===== config.mk =====
export PLATFORM = sky130hd
export DESIGN_NAME = tsc_ctrl
export DESIGN_NICKNAME = d
export VERILOG_FILES = /design/src/logic/tsc_ctrl.v
export VERILOG_INCLUDE_DIRS = /design/src /design/src/common
export SDC_FILE = /design/constraint.sdc
export NUM_CORES = 1
export LEC_CHECK = 0
export BUFFER_PORTS_ARGS = -buffer_cell sky130_fd_sc_hd__buf_2
export CORE_MARGIN = 5
export CORE_UTILIZATION = 55
export CTS_CLUSTER_SIZE = 24
export DETAILED_ROUTE_END_ITERATION = 10
export PLACE_DENSITY = 0.89
export RECOVER_POWER = 25
export SLEW_MARGIN = 20
export SYNTH_ARGS = -nofsm -noshare
export SYNTH_HDL_FRONTEND = slang
export SYNTH_SLANG_ARGS = --single-unit

===== constraint.sdc =====
create_clock -name core_clk_i -period 6.68 [get_ports core_clk_i]
set_input_delay 0.334 -clock core_clk_i [delete_from_list [all_inputs] [get_ports core_clk_i]]
set_output_delay 0.334 -clock core_clk_i [all_outputs]
set_load 0.1 [all_outputs]

===== src/common/tsc_map.vh =====
// register map, field positions, reset values and timing constants of the touch controller
`ifndef TSC_MAP_VH
`define TSC_MAP_VH
`define TSC_ADDR_HOLD      8'h23
`define TSC_ADDR_AVG       8'h24
`define TSC_ADDR_CAL       8'h26
`define TSC_ADDR_IRQ_EN    8'h27
`define TSC_ADDR_RPT_EN    8'h28
`define TSC_RST_HOLD       4'h7
`define TSC_RST_AVG        7'h39
`define TSC_RST_CAL        3'h0
`define TSC_RST_IRQ_EN     3'h7
`define TSC_RST_RPT_EN     3'h7
`define TSC_HOLD_MSB       3
`define TSC_AVG_MSB        6
`define TSC_AVG_LSB        4
`define TSC_SAMP_MSB       3
`define TSC_SAMP_LSB       2
`define TSC_CYC_MSB        1
`define TSC_CYC_LSB        0
`define TSC_CLK_MHZ        100
`define TSC_TICK_MS        35
`define TSC_TICK_CYC       (`TSC_TICK_MS * 1000 * `TSC_CLK_MHZ)
`define TSC_SAMP_US        320
`define TSC_SAMP_CYC       (`TSC_SAMP_US * `TSC_CLK_MHZ)
`define TSC_CAL_MIN        10'h000
`define TSC_CAL_MAX        10'h3FF
`endif


===== src/logic/tsc_ctrl.v =====
// sensing cycle sequencer, calibration requests and touch alert control
`timescale 1ns/100ps
`include "tsc_map.vh"

// Notes on behaviour
// - repeat input: touch held beyond hold time is hold
// - repeat input: touch up to hold time is plain
// - hold time is (code+1) times 35 ms
// - samples per channel are two to the code
// - samples back to back, ascending, then averaged
// - sample time 320 us doubled per code step
// - cycle period is (code+1) times 35 ms
// - sample enabled channels, then low-power wait
// - sampling stretches the cycle when too long
// - writing one requests calibration, zero nothing; the code loads the written bits, so a zero clears the request
// - calibration updates value, clears bit on success
// - failed calibration leaves bit, sets fail flag
// - newly enabled input gets its calibration bit
// - zero over pending bit may skip calibration
// - enabled input touch asserts the alert low
// - no repeat: alert on touch and release only
// - repeat plain touch: touch and optional release
// - repeat hold: touch, then every repeat interval
// - repeat interval is (code+1) times 35 ms
// - release mask bit suppresses release alert
module tsc_ctrl #(
   parameter [21:0] TICK_CYC = `TSC_TICK_CYC,
   parameter [19:0] SAMP_CYC = `TSC_SAMP_CYC
) (
   // clock and reset
   input  wire        core_clk_i,
   input  wire        resetn_i,
   // register port
   input  wire [7:0]  reg_addr_i,
   input  wire        reg_wr_i,
   input  wire [7:0]  reg_wdata_i,
   input  wire        reg_rd_i,
   output reg  [7:0]  reg_rdata_o,
   // configuration held elsewhere
   input  wire [2:0]  chan_en_i,
   input  wire        wake_i,
   input  wire        release_irq_mask_i,
   input  wire [3:0]  repeat_interval_sel_i,
   input  wire        cal_fail_clr_i,
   input  wire        alert_clr_i,
   // analog front end
   output reg  [1:0]  sense_ch_o,
   output reg         sample_start_o,
   input  wire [15:0] sample_data_i,
   output reg         cal_start_o,
   input  wire        cal_done_i,
   input  wire [9:0]  cal_value_i,
   input  wire        noise_i,
   output reg         lowpower_o,
   // results and status
   output reg  [15:0] meas_data_o,
   output reg  [1:0]  meas_ch_o,
   output reg         meas_valid_o,
   output reg  [9:0]  cal_value_o,
   output reg         cal_upd_o,
   output reg         analog_cal_fail_flag_o,
   input  wire [2:0]  touch_i,
   output reg         alert_n_o
);

   localparam [2:0] S_WAIT = 3'b001;
   localparam [2:0] S_CAL  = 3'b010;
   localparam [2:0] S_SAMP = 3'b100;

   reg        rst_s1_r;
   reg        rst_n_r;
   reg  [3:0] hold_sel_r;
   reg  [6:0] avg_cfg_r;
   reg  [2:0] cal_req_r;
   reg  [2:0] irq_en_r;
   reg  [2:0] rpt_en_r;
   reg  [2:0] en_prev_r;
   reg  [2:0] state_r;
   reg  [1:0] ch_r;
   reg        busy_r;
   reg  [19:0] stmr_r;
   reg  [6:0] nsamp_r;
   reg  [22:0] acc_r;
   reg  [21:0] cpre_r;
   reg  [2:0] ctk_r;
   reg  [21:0] tpre_r;
   reg  [2:0] touch_prev_r;
   reg  [2:0] cal_clr;
   wire [2:0] avg_sel = avg_cfg_r[`TSC_AVG_MSB:`TSC_AVG_LSB];
   wire [1:0] samp_sel = avg_cfg_r[`TSC_SAMP_MSB:`TSC_SAMP_LSB];
   wire [1:0] cyc_sel = avg_cfg_r[`TSC_CYC_MSB:`TSC_CYC_LSB];
   wire [19:0] samp_len = SAMP_CYC << samp_sel;
   wire [6:0] nlast = (7'h01 << avg_sel) - 7'h01;
   wire [22:0] acc_sum = acc_r + {7'h00, sample_data_i};
   wire [22:0] avg_val = acc_sum >> avg_sel;
   wire       tick = (tpre_r == TICK_CYC - 22'h000001);
   wire [2:0] new_en = chan_en_i & ~en_prev_r;
   wire       cal_ok = ~noise_i && (cal_value_i != `TSC_CAL_MIN)
                       && (cal_value_i != `TSC_CAL_MAX);
   wire [2:0] ev;

   // reset release through two flops
   always @(posedge core_clk_i or negedge resetn_i)
   begin
      if (!resetn_i)
      begin
         rst_s1_r <= 1'b0;
         rst_n_r  <= 1'b0;
      end
      else
      begin
         rst_s1_r <= 1'b1;
         rst_n_r  <= rst_s1_r;
      end
   end

   // per input hold and repeat timing, ticks of 35 ms
   genvar gi;
   generate
      for (gi = 0; gi < 3; gi = gi + 1)
      begin : g_in
         reg [4:0] held_tk_r;
         reg [4:0] rpt_tk_r;
         wire      held = (held_tk_r > {1'b0, hold_sel_r} + 5'h01);
         wire      rise = touch_i[gi] & ~touch_prev_r[gi];
         wire      fall = ~touch_i[gi] & touch_prev_r[gi];
         wire      rpt_hit = tick & held & rpt_en_r[gi]
                   & (rpt_tk_r == {1'b0, repeat_interval_sel_i});
         // plain touch keeps its release alert, hold with repeat drops it
         wire      rel_ok = ~release_irq_mask_i
                   & ~(rpt_en_r[gi] & held);
         assign ev[gi] = irq_en_r[gi] & (rise | (fall & rel_ok) | rpt_hit);
         always @(posedge core_clk_i or negedge rst_n_r)
         begin
            if (!rst_n_r)
            begin
               held_tk_r <= 5'h00;
               rpt_tk_r  <= 5'h00;
            end
            else if (!touch_i[gi])
            begin
               if (!fall)
                  held_tk_r <= 5'h00;
               rpt_tk_r <= 5'h00;
            end
            else if (tick)
            begin
               if (held_tk_r != 5'h1F)
                  held_tk_r <= held_tk_r + 5'h01;
               // interval restarts at each repeat alert
               // counts only while held, so the first repeat lands code+1 ticks in
               rpt_tk_r <= (rpt_hit || !held) ? 5'h00 : rpt_tk_r + 5'h01;
            end
         end
      end
   endgenerate

   // register port
   always @(posedge core_clk_i or negedge rst_n_r)
   begin
      if (!rst_n_r)
      begin
         hold_sel_r  <= `TSC_RST_HOLD;
         avg_cfg_r   <= `TSC_RST_AVG;
         irq_en_r    <= `TSC_RST_IRQ_EN;
         rpt_en_r    <= `TSC_RST_RPT_EN;
         reg_rdata_o <= 8'h00;
      end
      else
      begin
         if (reg_wr_i)
         begin
            case (reg_addr_i)
               `TSC_ADDR_HOLD:   hold_sel_r <= reg_wdata_i[`TSC_HOLD_MSB:0];
               `TSC_ADDR_AVG:    avg_cfg_r  <= reg_wdata_i[`TSC_AVG_MSB:0];
               `TSC_ADDR_IRQ_EN: irq_en_r   <= reg_wdata_i[2:0];
               `TSC_ADDR_RPT_EN: rpt_en_r   <= reg_wdata_i[2:0];
               default:          ;
            endcase
         end
         if (reg_rd_i)
         begin
            case (reg_addr_i)
               `TSC_ADDR_HOLD:   reg_rdata_o <= {4'h0, hold_sel_r};
               `TSC_ADDR_AVG:    reg_rdata_o <= {1'b0, avg_cfg_r};
               `TSC_ADDR_CAL:    reg_rdata_o <= {5'h00, cal_req_r};
               `TSC_ADDR_IRQ_EN: reg_rdata_o <= {5'h00, irq_en_r};
               `TSC_ADDR_RPT_EN: reg_rdata_o <= {5'h00, rpt_en_r};
               default:          reg_rdata_o <= 8'h00;
            endcase
         end
      end
   end

   // calibration request bits; hardware set beats host clear
   always @(posedge core_clk_i or negedge rst_n_r)
   begin
      if (!rst_n_r)
      begin
         cal_req_r <= `TSC_RST_CAL;
         en_prev_r <= 3'h0;
      end
      else
      begin
         en_prev_r <= chan_en_i;
         if (reg_wr_i && reg_addr_i == `TSC_ADDR_CAL)
            cal_req_r <= reg_wdata_i[2:0]
                         | new_en | (wake_i ? chan_en_i : 3'h0);
         else
            cal_req_r <= (cal_req_r & ~cal_clr)
                         | new_en | (wake_i ? chan_en_i : 3'h0);
      end
   end

   // sensing cycle sequencer
   always @(posedge core_clk_i or negedge rst_n_r)
   begin
      if (!rst_n_r)
      begin
         state_r      <= S_WAIT;
         ch_r         <= 2'h0;
         busy_r       <= 1'b0;
         stmr_r       <= 20'h00000;
         nsamp_r      <= 7'h00;
         acc_r        <= 23'h000000;
         cpre_r       <= 22'h000000;
         ctk_r        <= 3'h0;
         tpre_r       <= 22'h000000;
         touch_prev_r <= 3'h0;
         cal_clr      <= 3'h0;
         sense_ch_o   <= 2'h0;
         sample_start_o <= 1'b0;
         cal_start_o  <= 1'b0;
         lowpower_o   <= 1'b0;
         meas_data_o  <= 16'h0000;
         meas_ch_o    <= 2'h0;
         meas_valid_o <= 1'b0;
         cal_value_o  <= 10'h000;
         cal_upd_o    <= 1'b0;
         analog_cal_fail_flag_o <= 1'b0;
         alert_n_o    <= 1'b1;
      end
      else
      begin
         sample_start_o <= 1'b0;
         cal_start_o  <= 1'b0;
         meas_valid_o <= 1'b0;
         cal_upd_o    <= 1'b0;
         cal_clr      <= 3'h0;
         touch_prev_r <= touch_i;
         tpre_r       <= tick ? 22'h000000 : tpre_r + 22'h000001;
         // alert stays low until cleared; a new event wins the clear
         if (|ev)
            alert_n_o <= 1'b0;
         else if (alert_clr_i)
            alert_n_o <= 1'b1;
         if (cal_fail_clr_i)
            analog_cal_fail_flag_o <= 1'b0;
         // cycle timer keeps running while sampling overruns
         if (cpre_r == TICK_CYC - 22'h000001)
         begin
            cpre_r <= 22'h000000;
            if (ctk_r != 3'h7)
               ctk_r <= ctk_r + 3'h1;
         end
         else
            cpre_r <= cpre_r + 22'h000001;
         sense_ch_o <= ch_r;
         case (state_r)
            S_WAIT:
            begin
               lowpower_o <= 1'b1;
               if (ctk_r > {1'b0, cyc_sel})
               begin
                  state_r    <= S_CAL;
                  ch_r       <= 2'h0;
                  cpre_r     <= 22'h000000;
                  ctk_r      <= 3'h0;
                  lowpower_o <= 1'b0;
               end
            end
            S_CAL:
            begin
               if (busy_r)
               begin
                  if (cal_done_i)
                  begin
                     busy_r      <= 1'b0;
                     cal_value_o <= cal_value_i;
                     cal_upd_o   <= 1'b1;
                     cal_clr     <= cal_ok ? (3'h1 << ch_r) : 3'h0;
                     // a failure in the clear cycle wins over the clear
                     if (!cal_ok)
                        analog_cal_fail_flag_o <= 1'b1;
                     ch_r <= ch_r + 2'h1;
                  end
               end
               else if (ch_r == 2'h3)
               begin
                  state_r <= S_SAMP;
                  ch_r    <= 2'h0;
               end
               else if (cal_req_r[ch_r] && chan_en_i[ch_r])
               begin
                  cal_start_o <= 1'b1;
                  busy_r      <= 1'b1;
               end
               else
                  ch_r <= ch_r + 2'h1;
            end
            S_SAMP:
            begin
               if (ch_r == 2'h3)
                  state_r <= S_WAIT;
               else if (!chan_en_i[ch_r] && !busy_r)
                  ch_r <= ch_r + 2'h1;
               else if (!busy_r)
               begin
                  sample_start_o <= 1'b1;
                  busy_r         <= 1'b1;
                  stmr_r         <= samp_len - 20'h00001;
               end
               else if (stmr_r != 20'h00000)
                  stmr_r <= stmr_r - 20'h00001;
               else
               begin
                  busy_r <= 1'b0;
                  if (nsamp_r == nlast)
                  begin
                     meas_data_o  <= avg_val[15:0];
                     meas_ch_o    <= ch_r;
                     meas_valid_o <= 1'b1;
                     acc_r        <= 23'h000000;
                     nsamp_r      <= 7'h00;
                     ch_r         <= ch_r + 2'h1;
                  end
                  else
                  begin
                     acc_r   <= acc_sum;
                     nsamp_r <= nsamp_r + 7'h01;
                  end
               end
            end
            default:
               state_r <= S_WAIT;
         endcase
      end
   end

endmodule // tsc_ctrl


==> impl_metrics.csv, run 1 <==
group,metric,value,unit
floorplanning,ios,107,
cells_and_area,syn2layout_area_growth,11.7,%
routing,drtAntennaViolNets,0,
placed_design,gp_congestion,0.943,
outcome,violations,"capacitance limit, slew limit",
global_route,grt-ovfl-total,0,
cells_and_area,layout_commonest_cell,"dfrtp_1",
floorplanning,core_area,22700,um^2
floorplanning,num_rows,55,
synthesis,ys_ff_latch,208,
synthesis,synth_cell_type_count,90,
placed_design,post-place-ws,2.19,ns
clocking,cts_tree,"yes",
floorplanning,initial_core_util,55.9,%
pwr,seq_power_share,39.4,%
routing,dr.pass1.iters,7,
global_route,grt_max_degree,150,
critical_path,path_class,"flip-flop to flip-flop",
synthesis,syn_area,12700,um^2
critical_path,worstPathMaxFanout,39,
global_route,antenna_found_initial,2,
clocking,worstSkewPairLatency,0.52,ns
floorplanning,dieWidth,162,um
global_route,grt.total_usage,23.7,%
synthesis,synth_top_family_by_area,"simple AND/OR/NAND/NOR gates",
timing,fin_worst_skew,0.0139,ns
timing,max-slew-margin-rel,-53.4,%
cells_and_area,n_fill_cell,1818,
pwr,switching_power,1170,uW
synthesis,netlist_instances,1401,
timing,min_period,4.69,ns
cells_and_area,layout_common_cells,"dfrtp_1, nand2_1, nor2_1, o21ai_0, nand3_1",
synthesis,synth_fa_ha_area_share,4.79,%
routing,drt_iter0_markers,1200,
global_route,grt_pass1_vias,10800,
cells_and_area,final-seq-area,5220,um^2
routing,post_drt_wl_per_cell,18.0,um
critical_path,cp_data_arrival_time,5.08,ns
synthesis,synth_edf_count,0,
timing,fin_tns_setup,0,ns
timing,drv_slew,58,
pwr,pwr-share-comb,21.8,%
routing,via_count,11200,
clocking,cts_buffers,24,
hold_path,hold_class,"input pin to flip-flop",
timing,worst_pin_slew,2.30,ns
clocking,clkTransAtPathRegs,0.06,ns
pwr,p_per_area,256,nW/um^2
synthesis,synth_top_area_share,38.0,%
synthesis,synth_nets,1511,
pwr,vdd_drop_max,0.259,mV
synthesis,synth_ff_type,"dfrtp_1",
synthesis,yosys_warnings,0,
timing,finalHoldViolCount,0,
timing,setup_slack,1.99,ns
timing,setup-violations-final,0,
floorplanning,die_y,162,um
synthesis,synthMuxAreaShare,5.82,%
timing,rsz0062_at_grt,"no",
job,maxCapViolations,1,
synthesis,async_flop_share,100,%
floorplanning,dieArea,26200,um^2
pwr,internal_power,2470,uW
synthesis,yosys-top-cells-area,"dfrtp_1, ha_1, nand2_1",
routing,drc,0,
placed_design,dp_hpwl,22200,um
critical_path,critPathCaptureType,"flip-flop",
timing,fin_crit_sh,70.2,%
cells_and_area,fin_nets,1584,
synthesis,synthXorXnorAreaFrac,6.35,%
timing,clock.fmax,213,MHz
placed_design,portBuffers,104,
clocking,postCtsHoldBufs,5,
cells_and_area,drive_above_1_share,11.7,%
synthesis,yosys.area_share.simple,21.5,%
synthesis,synth_compound_area_share,16.7,%
critical_path,cp.required,7.06,ns
routing,drt-total-wl,32000,um
critical_path,start_kind,"flip-flop",
clocking,h-tree-depth,1,
clocking,clock-sinks,208,
clocking,cts_resized,0,
outcome,status,"finished, violations left",
clocking,cts_setup_buffers,0,
pwr,switching_share,32.1,%
clocking,clock_path_buffers,3,
synthesis,seq_area_frac_synth,41.1,%
pwr,pwr-share-clk,38.8,%
clocking,root_buffer,"clkbuf_16",
routing,viasPerCell,6.30,
synthesis,synth_area_per_cell,9.06,um^2
synthesis,yosysTopAreaCell,"dfrtp_1",
global_route,grt_pass1_wl,52900,um
pwr,total_leakage_power,0.00616,uW
cells_and_area,multi_input_area,7010,um^2
[area by class of cell]
type / count / area share (%)
multi-input combinational: 1079 / 49.4
timing repair buffer: 112 / 3.92
inverter: 49 / 1.30
antenna: 1 / 0.0176
clock buffer: 36 / 4.98
tap: 285 / 2.51
sequential: 208 / 36.8
clock inverter: 8 / 1.01
[cell usage after synthesis, types with 31 or more instances]
master	count
dfrtp_1	193
xor2_1	48
o21ai_0	89
clkbuf_1	44
nor3_1	34
nand2_1	142
nand4_1	31
a21oi_1	67
inv_1	49
xnor2_1	44
ha_1	47
nand3_1	79
nor2_1	114
[routing by layer]
layer  GRT usage [%]  share of wire, %
met1            31.7                41
met2            38.9                47
met3            4.62               8.2
met4            8.27               3.6
met5               0             0.037
[worst max-delay path, cell delays in order (launching register included)]
cell	delay (ns)
dfstp_2	1.00
inv_1	0.51
nand3_1	0.21
ha_1	0.31
xnor2_1	0.21
nand4_1	0.17
a31o_2	0.33
a211oi_2	0.18
and2_1	0.61
inv_1	0.31
a2111oi_0	0.56
a21oi_1	0.14
[flip-flops by register name (all words and copies together) (netlist names), 4 cells and up]
signal / count
acc_r: 23
avg_cfg_r: 7
cal_value_o: 10
cpre_r: 22
g_in.held_tk_r: 15
g_in.rpt_tk_r: 15
hold_sel_r: 4
meas_data_o: 16
nsamp_r: 7
reg_rdata_o: 7
stmr_r: 20
tpre_r: 22
[power by group through the flow]
| stage | clock [uW] | combinational [uW] | sequential (uW) |
|---|---|---|---|
| after floorplan | 0 | 450 | 1590 |
| after CTS | 1430 | 790 | 1430 |
| after detailed placement | 0 | 781 | 1450 |
| after global routing | 1490 | 855 | 1450 |
| after global placement | 0 | 759 | 1450 |
| final | 1410 | 794 | 1430 |
[path summary, 6_finish.rpt]
path / endpoint / slack, ns / from / cells after the start
max in group asynchronous: acc_r[11] / 4.04 / rst_n_r / 1
min in group asynchronous: rst_n_r / 0.13 / resetn_i / 2
max reg2reg: meas_data_o[14] / 1.99 / avg_cfg_r[5] / 11
max: meas_data_o[14] / 1.99 / avg_cfg_r[5] / 11
min: avg_cfg_r[4] / 0.06 / reg_wdata_i[4] / 2
min reg2reg: rst_n_r / 0.36 / rst_s1_r / 0
[cell families (layout without fill, tap and decap cells)]
family	Yosys count	after routing
compound gates	327	327
xor+xnor	92	92
fa+ha+maj	48	48
buf+inv	114	205
flops	208	208
mux	60	60
other cells	2	3
simple gates	550	550
[stage by stage]
stage	instances	total power [uW]	util, %	instance area, um^2	hold WS, ns
finish	1778	3630	62.5	14200	0.0570
global route	1778	3790	62.5	14200	0.0500
CTS	1777	3650	62.7	14200	0.0468
detailed placement	1728	2230	58.7	13300	0.124
global placement	1728	2210	58.7	13300	0.121
floorplan	1401	2040	-	12700	0.0384
No activity file was read; power rests on OpenSTA's default activity.
==> run 2: changes to the inputs <==
- clock period: 6.68 -> 4.19 ns (I/O delays scaled with it)
==> impl_metrics.csv, run 2 (synthesized netlist as in run 1, its figures left out) <==
group,metric,value,unit
critical_path,reg2reg_depth,13,
timing,fin_worst_skew,0.00789,ns
placed_design,portBuffers,104,
clocking,cts_buffers,23,
cells_and_area,drive_above_1_share,14.6,%
cells_and_area,fin_nets,1619,
global_route,grt-ovfl-total,0,
placed_design,dp_hpwl,22900,um
job,maxCapViolations,2,
cells_and_area,syn2layout_area_growth,14.3,%
hold_path,holdPathEnd,"cal_req_r[1]",
floorplanning,dieWidth,162,um
pwr,p_per_area,398,nW/um^2
cells_and_area,final_cell_area,14500,um^2
hold_path,hold_depth,3,
critical_path,worstPathMaxFanout,19,
clocking,clock_path_buffers,3,
timing,finalHoldViolCount,0,
routing,dr.pass1.iters,5,
cells_and_area,reg_top3,"acc_r: 23 flops, cpre_r: 22 flops, tpre_r: 22 flops",
critical_path,startpoint,"avg_cfg_r[5]",
routing,drc,0,
global_route,grt.total_usage,24.8,%
floorplanning,num_rows,55,
pwr,vdd_drop_max,0.605,mV
clocking,clock-sinks,208,
timing,worst_pin_slew,2.16,ns
cells_and_area,layout_commonest_cell,"dfrtp_1",
placed_design,gp_congestion,0.943,
timing,min_period,3.83,ns
routing,drtAntennaViolNets,0,
pwr,total_leakage_power,0.00641,uW
cells_and_area,n_fill_cell,1771,
critical_path,start_kind,"flip-flop",
timing,clock.fmax,261,MHz
floorplanning,initial_core_util,55.9,%
hold_path,hold_class,"input pin to flip-flop",
global_route,grt_pass1_vias,11100,
floorplanning,dieArea,26200,um^2
critical_path,critPathCaptureType,"flip-flop",
timing,drv_slew,135,
timing,rsz0062_at_grt,"no",
clocking,clkTransAtPathRegs,0.06,ns
critical_path,cp_data_arrival_time,4.22,ns
clocking,h-tree-depth,1,
critical_path,ff2ff_setup_slack,0.36,ns
critical_path,cp.required,4.58,ns
routing,via_count,11400,
outcome,status,"finished, violations left",
routing,viasPerCell,6.30,
floorplanning,die_y,162,um
cells_and_area,regMostFlops,"acc_r",
global_route,antenna_found_initial,1,
timing,max-slew-margin-rel,-43.8,%
clocking,cts_tree,"yes",
outcome,violations,"capacitance limit, slew limit",
clocking,cts_setup_buffers,0,
cells_and_area,largest_register_ffs,23,
clocking,root_buffer,"clkbuf_16",
global_route,grt_max_degree,87,
routing,post_drt_wl_per_cell,18.4,um
cells_and_area,layout_common_cells,"dfrtp_1, nand2_1, nor2_1, buf_2, o21ai_0",
placed_design,placed_area,13400,um^2
routing,drt-total-wl,33300,um
routing,drt_iter0_markers,1069,
hold_path,min-delay-start,"wake_i",
critical_path,path_class,"flip-flop to flip-flop",
cells_and_area,insertedDiodeCount,0,
timing,fin_tns_setup,0,ns
global_route,grt_pass1_wl,54700,um
critical_path,regToRegEndpoint,"meas_data_o[14]",
clocking,worstSkewPairLatency,0.53,ns
critical_path,regToRegStartpoint,"avg_cfg_r[5]",
timing,fin_crit_sh,91.4,%
floorplanning,ios,107,
timing,setup-violations-final,0,
floorplanning,core_area,22700,um^2
[run 2: cell count changes in the layout (fill, tap and decap cells not counted), moves of 2 or more]
cell           delta
buf_2            +33
dlygate4sd3_1    +22
clkinvlp_4        +3
buf_4            +13
clkbuf_16         -2
clkbuf_1         -38
[run 2: repair_timing]
item | CTS | global route
hold buffers | 27 | 0
endpoints found under the hold margin | 35 | 0
setup endpoints to repair | 0 | 0
resized for setup | 0 | 0
[run 2: per-stage QoR]
step / hold WS, ns / utilization, % / total power, uW / instances / setup slack (ns)
floorplan: -0.0861 / - / 3260 / 1401 / 0.412
global placement: -0.00433 / 59.2 / 3530 / 1741 / 0.735
detailed placement: -0.00365 / 59.2 / 3570 / 1741 / 0.572
CTS: 0.0162 / 64.0 / 5790 / 1809 / 0.470
global route: 0.0522 / 63.9 / 6020 / 1810 / 0.118
finish: 0.0407 / 63.9 / 5770 / 1810 / 0.359
[run 2: layout make-up]
class | count | area, um^2 | area share (%)
Clock buffer | 29 | 638 | 4.40
Clock inverter | 12 | 183 | 1.26
Inverter | 49 | 184 | 1.27
Tap cell | 285 | 357 | 2.46
Timing Repair Buffer | 148 | 913 | 6.29
Sequential cell | 208 | 5220 | 36.0
Multi-Input combinational cell | 1079 | 7010 | 48.3
[run 2: how the worst max path moves through the flow]
| stage | cells after the start | slack [ns] | to |
|---|---|---|---|
| finish | 13 | 0.36 | meas_data_o[14] |
| global route | 11 | 0.12 | meas_data_o[9] |
| CTS | 13 | 0.47 | ch_r[0] |
| detailed placement | 13 | 0.57 | ch_r[0] |
| global placement | 13 | 0.73 | meas_data_o[14] |
| floorplan | 15 | 0.41 | ch_r[0] |
[run 2: worst max-delay path: stages (launching register included)]
cell       delay (ns)
dfstp_2          0.65
inv_1            0.07
buf_4            0.21
nand3_1          0.11
ha_1             0.30
nor2b_1          0.29
a221o_1          0.20
o32ai_1          0.11
a211oi_2         0.50
and2_1           0.20
buf_4            0.23
inv_1            0.18
a2111oi_0        0.47
a21oi_1          0.15
[run 2: per-layer routing]
| layer | up-vias | share of wire, % | GRT usage (%) |
|---|---|---|---|
| met2 | 522 | 49 | 42.0 |
| met1 | 5483 | 40 | 31.8 |
| met5 | - | 0.039 | 0 |
| met3 | 115 | 7.1 | 4.44 |
| met4 | 2 | 3.8 | 9.27 |
| li1 | 5285 | - | - |
[run 2: report_power, final]
part           switching (uW)  internal (uW)  total [uW]
clock                     852           1330        2180
sequential                116           2130        2250
combinational             913            427        1340
==> run 3: changes to the inputs <==
- CTS_BUF_LIST: not set -> sky130_fd_sc_hd__clkbuf_8 sky130_fd_sc_hd__clkbuf_16
- GPL_TIMING_DRIVEN: not set -> 0
- SLEW_MARGIN: 20 -> 10
==> impl_metrics.csv, run 3 (synthesized netlist as in run 1, its figures left out) <==
group,metric,value,unit
clocking,root_buffer,"clkbuf_16",
pwr,p_per_area,397,nW/um^2
pwr,internal_power,3900,uW
outcome,status,"finished, violations left",
job,maxCapViolations,1,
cells_and_area,largest_register_ffs,23,
critical_path,cp_data_arrival_time,4.45,ns
pwr,pwr-share-clk,37.9,%
global_route,grt.total_usage,26.3,%
cells_and_area,fin_nets,1668,
pwr,switching_power,1950,uW
clocking,cts_tree,"yes",
floorplanning,dieWidth,162,um
routing,drt-total-wl,34700,um
placed_design,dpl.cell_count,1792,
global_route,grt-ovfl-total,0,
critical_path,critPathCaptureType,"flip-flop",
critical_path,reg2reg_depth,14,
cells_and_area,reg_top3,"acc_r: 23 flops, cpre_r: 22 flops, tpre_r: 22 flops",
pwr,total_leakage_power,0.00653,uW
cells_and_area,n_fill_cell,1821,
global_route,grt_pass1_vias,11600,
timing,setup-violations-final,0,
global_route,grt_pass1_wl,57600,um
floorplanning,num_rows,55,
hold_path,hold_class,"input pin to flip-flop",
outcome,violations,"capacitance limit, slew limit",
clocking,cts_buffers,25,
floorplanning,core_area,22700,um^2
timing,min_period,4.04,ns
timing,max-slew-margin-rel,-2.27,%
cells_and_area,layout_commonest_cell,"dfrtp_1",
critical_path,path_class,"flip-flop to flip-flop",
routing,via_count,11700,
routing,drtAntennaViolNets,0,
global_route,antenna_found_initial,2,
critical_path,ff2ff_setup_slack,0.15,ns
timing,fin_worst_skew,0.00858,ns
placed_design,portBuffers,103,
clocking,worstSkewPairLatency,0.54,ns
routing,post_drt_wl_per_cell,18.6,um
critical_path,worstPathMaxFanout,19,
pwr,pwr-share-comb,23.5,%
timing,rsz0062_at_grt,"no",
clocking,clock-sinks,208,
placed_design,dp_hpwl,24800,um
timing,fin_crit_sh,96.5,%
timing,clock.fmax,247,MHz
pwr,vdd_drop_max,0.399,mV
global_route,grt_max_degree,63,
cells_and_area,regMostFlops,"acc_r",
placed_design,placed_area,13700,um^2
cells_and_area,layout_common_cells,"dfrtp_1, nand2_1, nor2_1, buf_2, o21ai_0",
routing,drc,0,
routing,viasPerCell,6.27,
cells_and_area,syn2layout_area_growth,16.1,%
floorplanning,initial_core_util,55.9,%
floorplanning,die_y,162,um
pwr,seq_power_share,38.5,%
floorplanning,dieArea,26200,um^2
critical_path,start_kind,"flip-flop",
clocking,clkTransAtPathRegs,0.06,ns
critical_path,cp.required,4.60,ns
timing,drv_slew,59,
floorplanning,ios,107,
clocking,clock_path_buffers,3,
timing,worst_pin_slew,1.53,ns
timing,finalHoldViolCount,0,
cells_and_area,final_cell_area,14700,um^2
routing,dr.pass1.iters,6,
pwr,switching_share,33.3,%
placed_design,gp_congestion,0.953,
cells_and_area,drive_above_1_share,14.7,%
cells_and_area,layout.cells.non_filler,1862,
clocking,h-tree-depth,1,
routing,drt_iter0_markers,879,
hold_path,hold_depth,3,
==> run 3: per-layer routing <==
metal	track usage, %	up-vias	share of wire, %
li1	-	5418	-
met1	34.2	5598	41
met2	43.7	516	48
met3	4.11	137	7.0
met4	11.5	2	4.7
met5	0	-	0.037
==> run 3: what timing repair did <==
action                                 4_1_cts  5_1_grt
setup buffers                                0        4
endpoints found under the hold margin       33        0
pin swaps                                    0        0
hold buffers                                26        0
resized for setup                            5        7
setup endpoints to repair                   50       23
==> run 3: critical path, stage by stage (launching register included) <==
cell and delay, ns:
dfstp_2 0.53, buf_2 0.20, buf_2 0.32, buf_4 0.32
or3_1 0.15, ha_1 0.28, xnor2_1 0.19, nand4_1 0.16
a31o_2 0.31, a211oi_4 0.34, and2_1 0.21, buf_2 0.24
inv_1 0.20, a2111oi_2 0.32, a21oi_1 0.12
==> run 3: area by class of cell <==
| class | instances | area [um^2] | share of cell area (%) |
|---|---|---|---|
| buffer | 59 | 262 | 1.77 |
| tap | 285 | 357 | 2.42 |
| clock buffer | 29 | 681 | 4.62 |
| antenna | 1 | 2.50 | 0.0170 |
| inverter | 49 | 188 | 1.27 |
| sequential | 208 | 5220 | 35.4 |
| clock inverter | 16 | 164 | 1.11 |
| timing repair buffer | 136 | 836 | 5.67 |
| multi-input combinational | 1079 | 7030 | 47.7 |
==> run 3: worst paths after layout <==
check                             endpoint    startpoint
max                        meas_data_o[14]  avg_cfg_r[5]
max in group asynchronous     avg_cfg_r[5]       rst_n_r
min reg2reg                        rst_n_r      rst_s1_r
max reg2reg                meas_data_o[14]  avg_cfg_r[5]
min                           cal_req_r[1]        wake_i
min in group asynchronous   cal_value_o[8]       rst_n_r
==> run 3: metrics by stage <==
stage | TNS [ns] | hold WS [ns] | utilization [%] | setup slack (ns) | total power (uW)
final | 0 | 0.0175 | 64.9 | 0.146 | 5860
after global routing | 0 | 0.0203 | 64.9 | 0.00728 | 6120
after CTS | 0 | 0.00138 | 65.0 | 0.0339 | 5850
after detailed placement | -15.36 | -0.00198 | 60.1 | -0.753 | 3600
after global placement | -103.85 | -0.00398 | 59.8 | -0.749 | 3540
after floorplan | 0 | -0.0861 | - | 0.412 | 3260
==> run 3: power by group through the flow <==
stage | Clock, uW | Combinational, uW | Sequential, uW
after floorplan | 0 | 717 | 2540
after global placement | 0 | 1240 | 2300
after detailed placement | 0 | 1320 | 2280
after CTS | 2240 | 1350 | 2250
after global routing | 2350 | 1500 | 2280
final | 2220 | 1380 | 2260
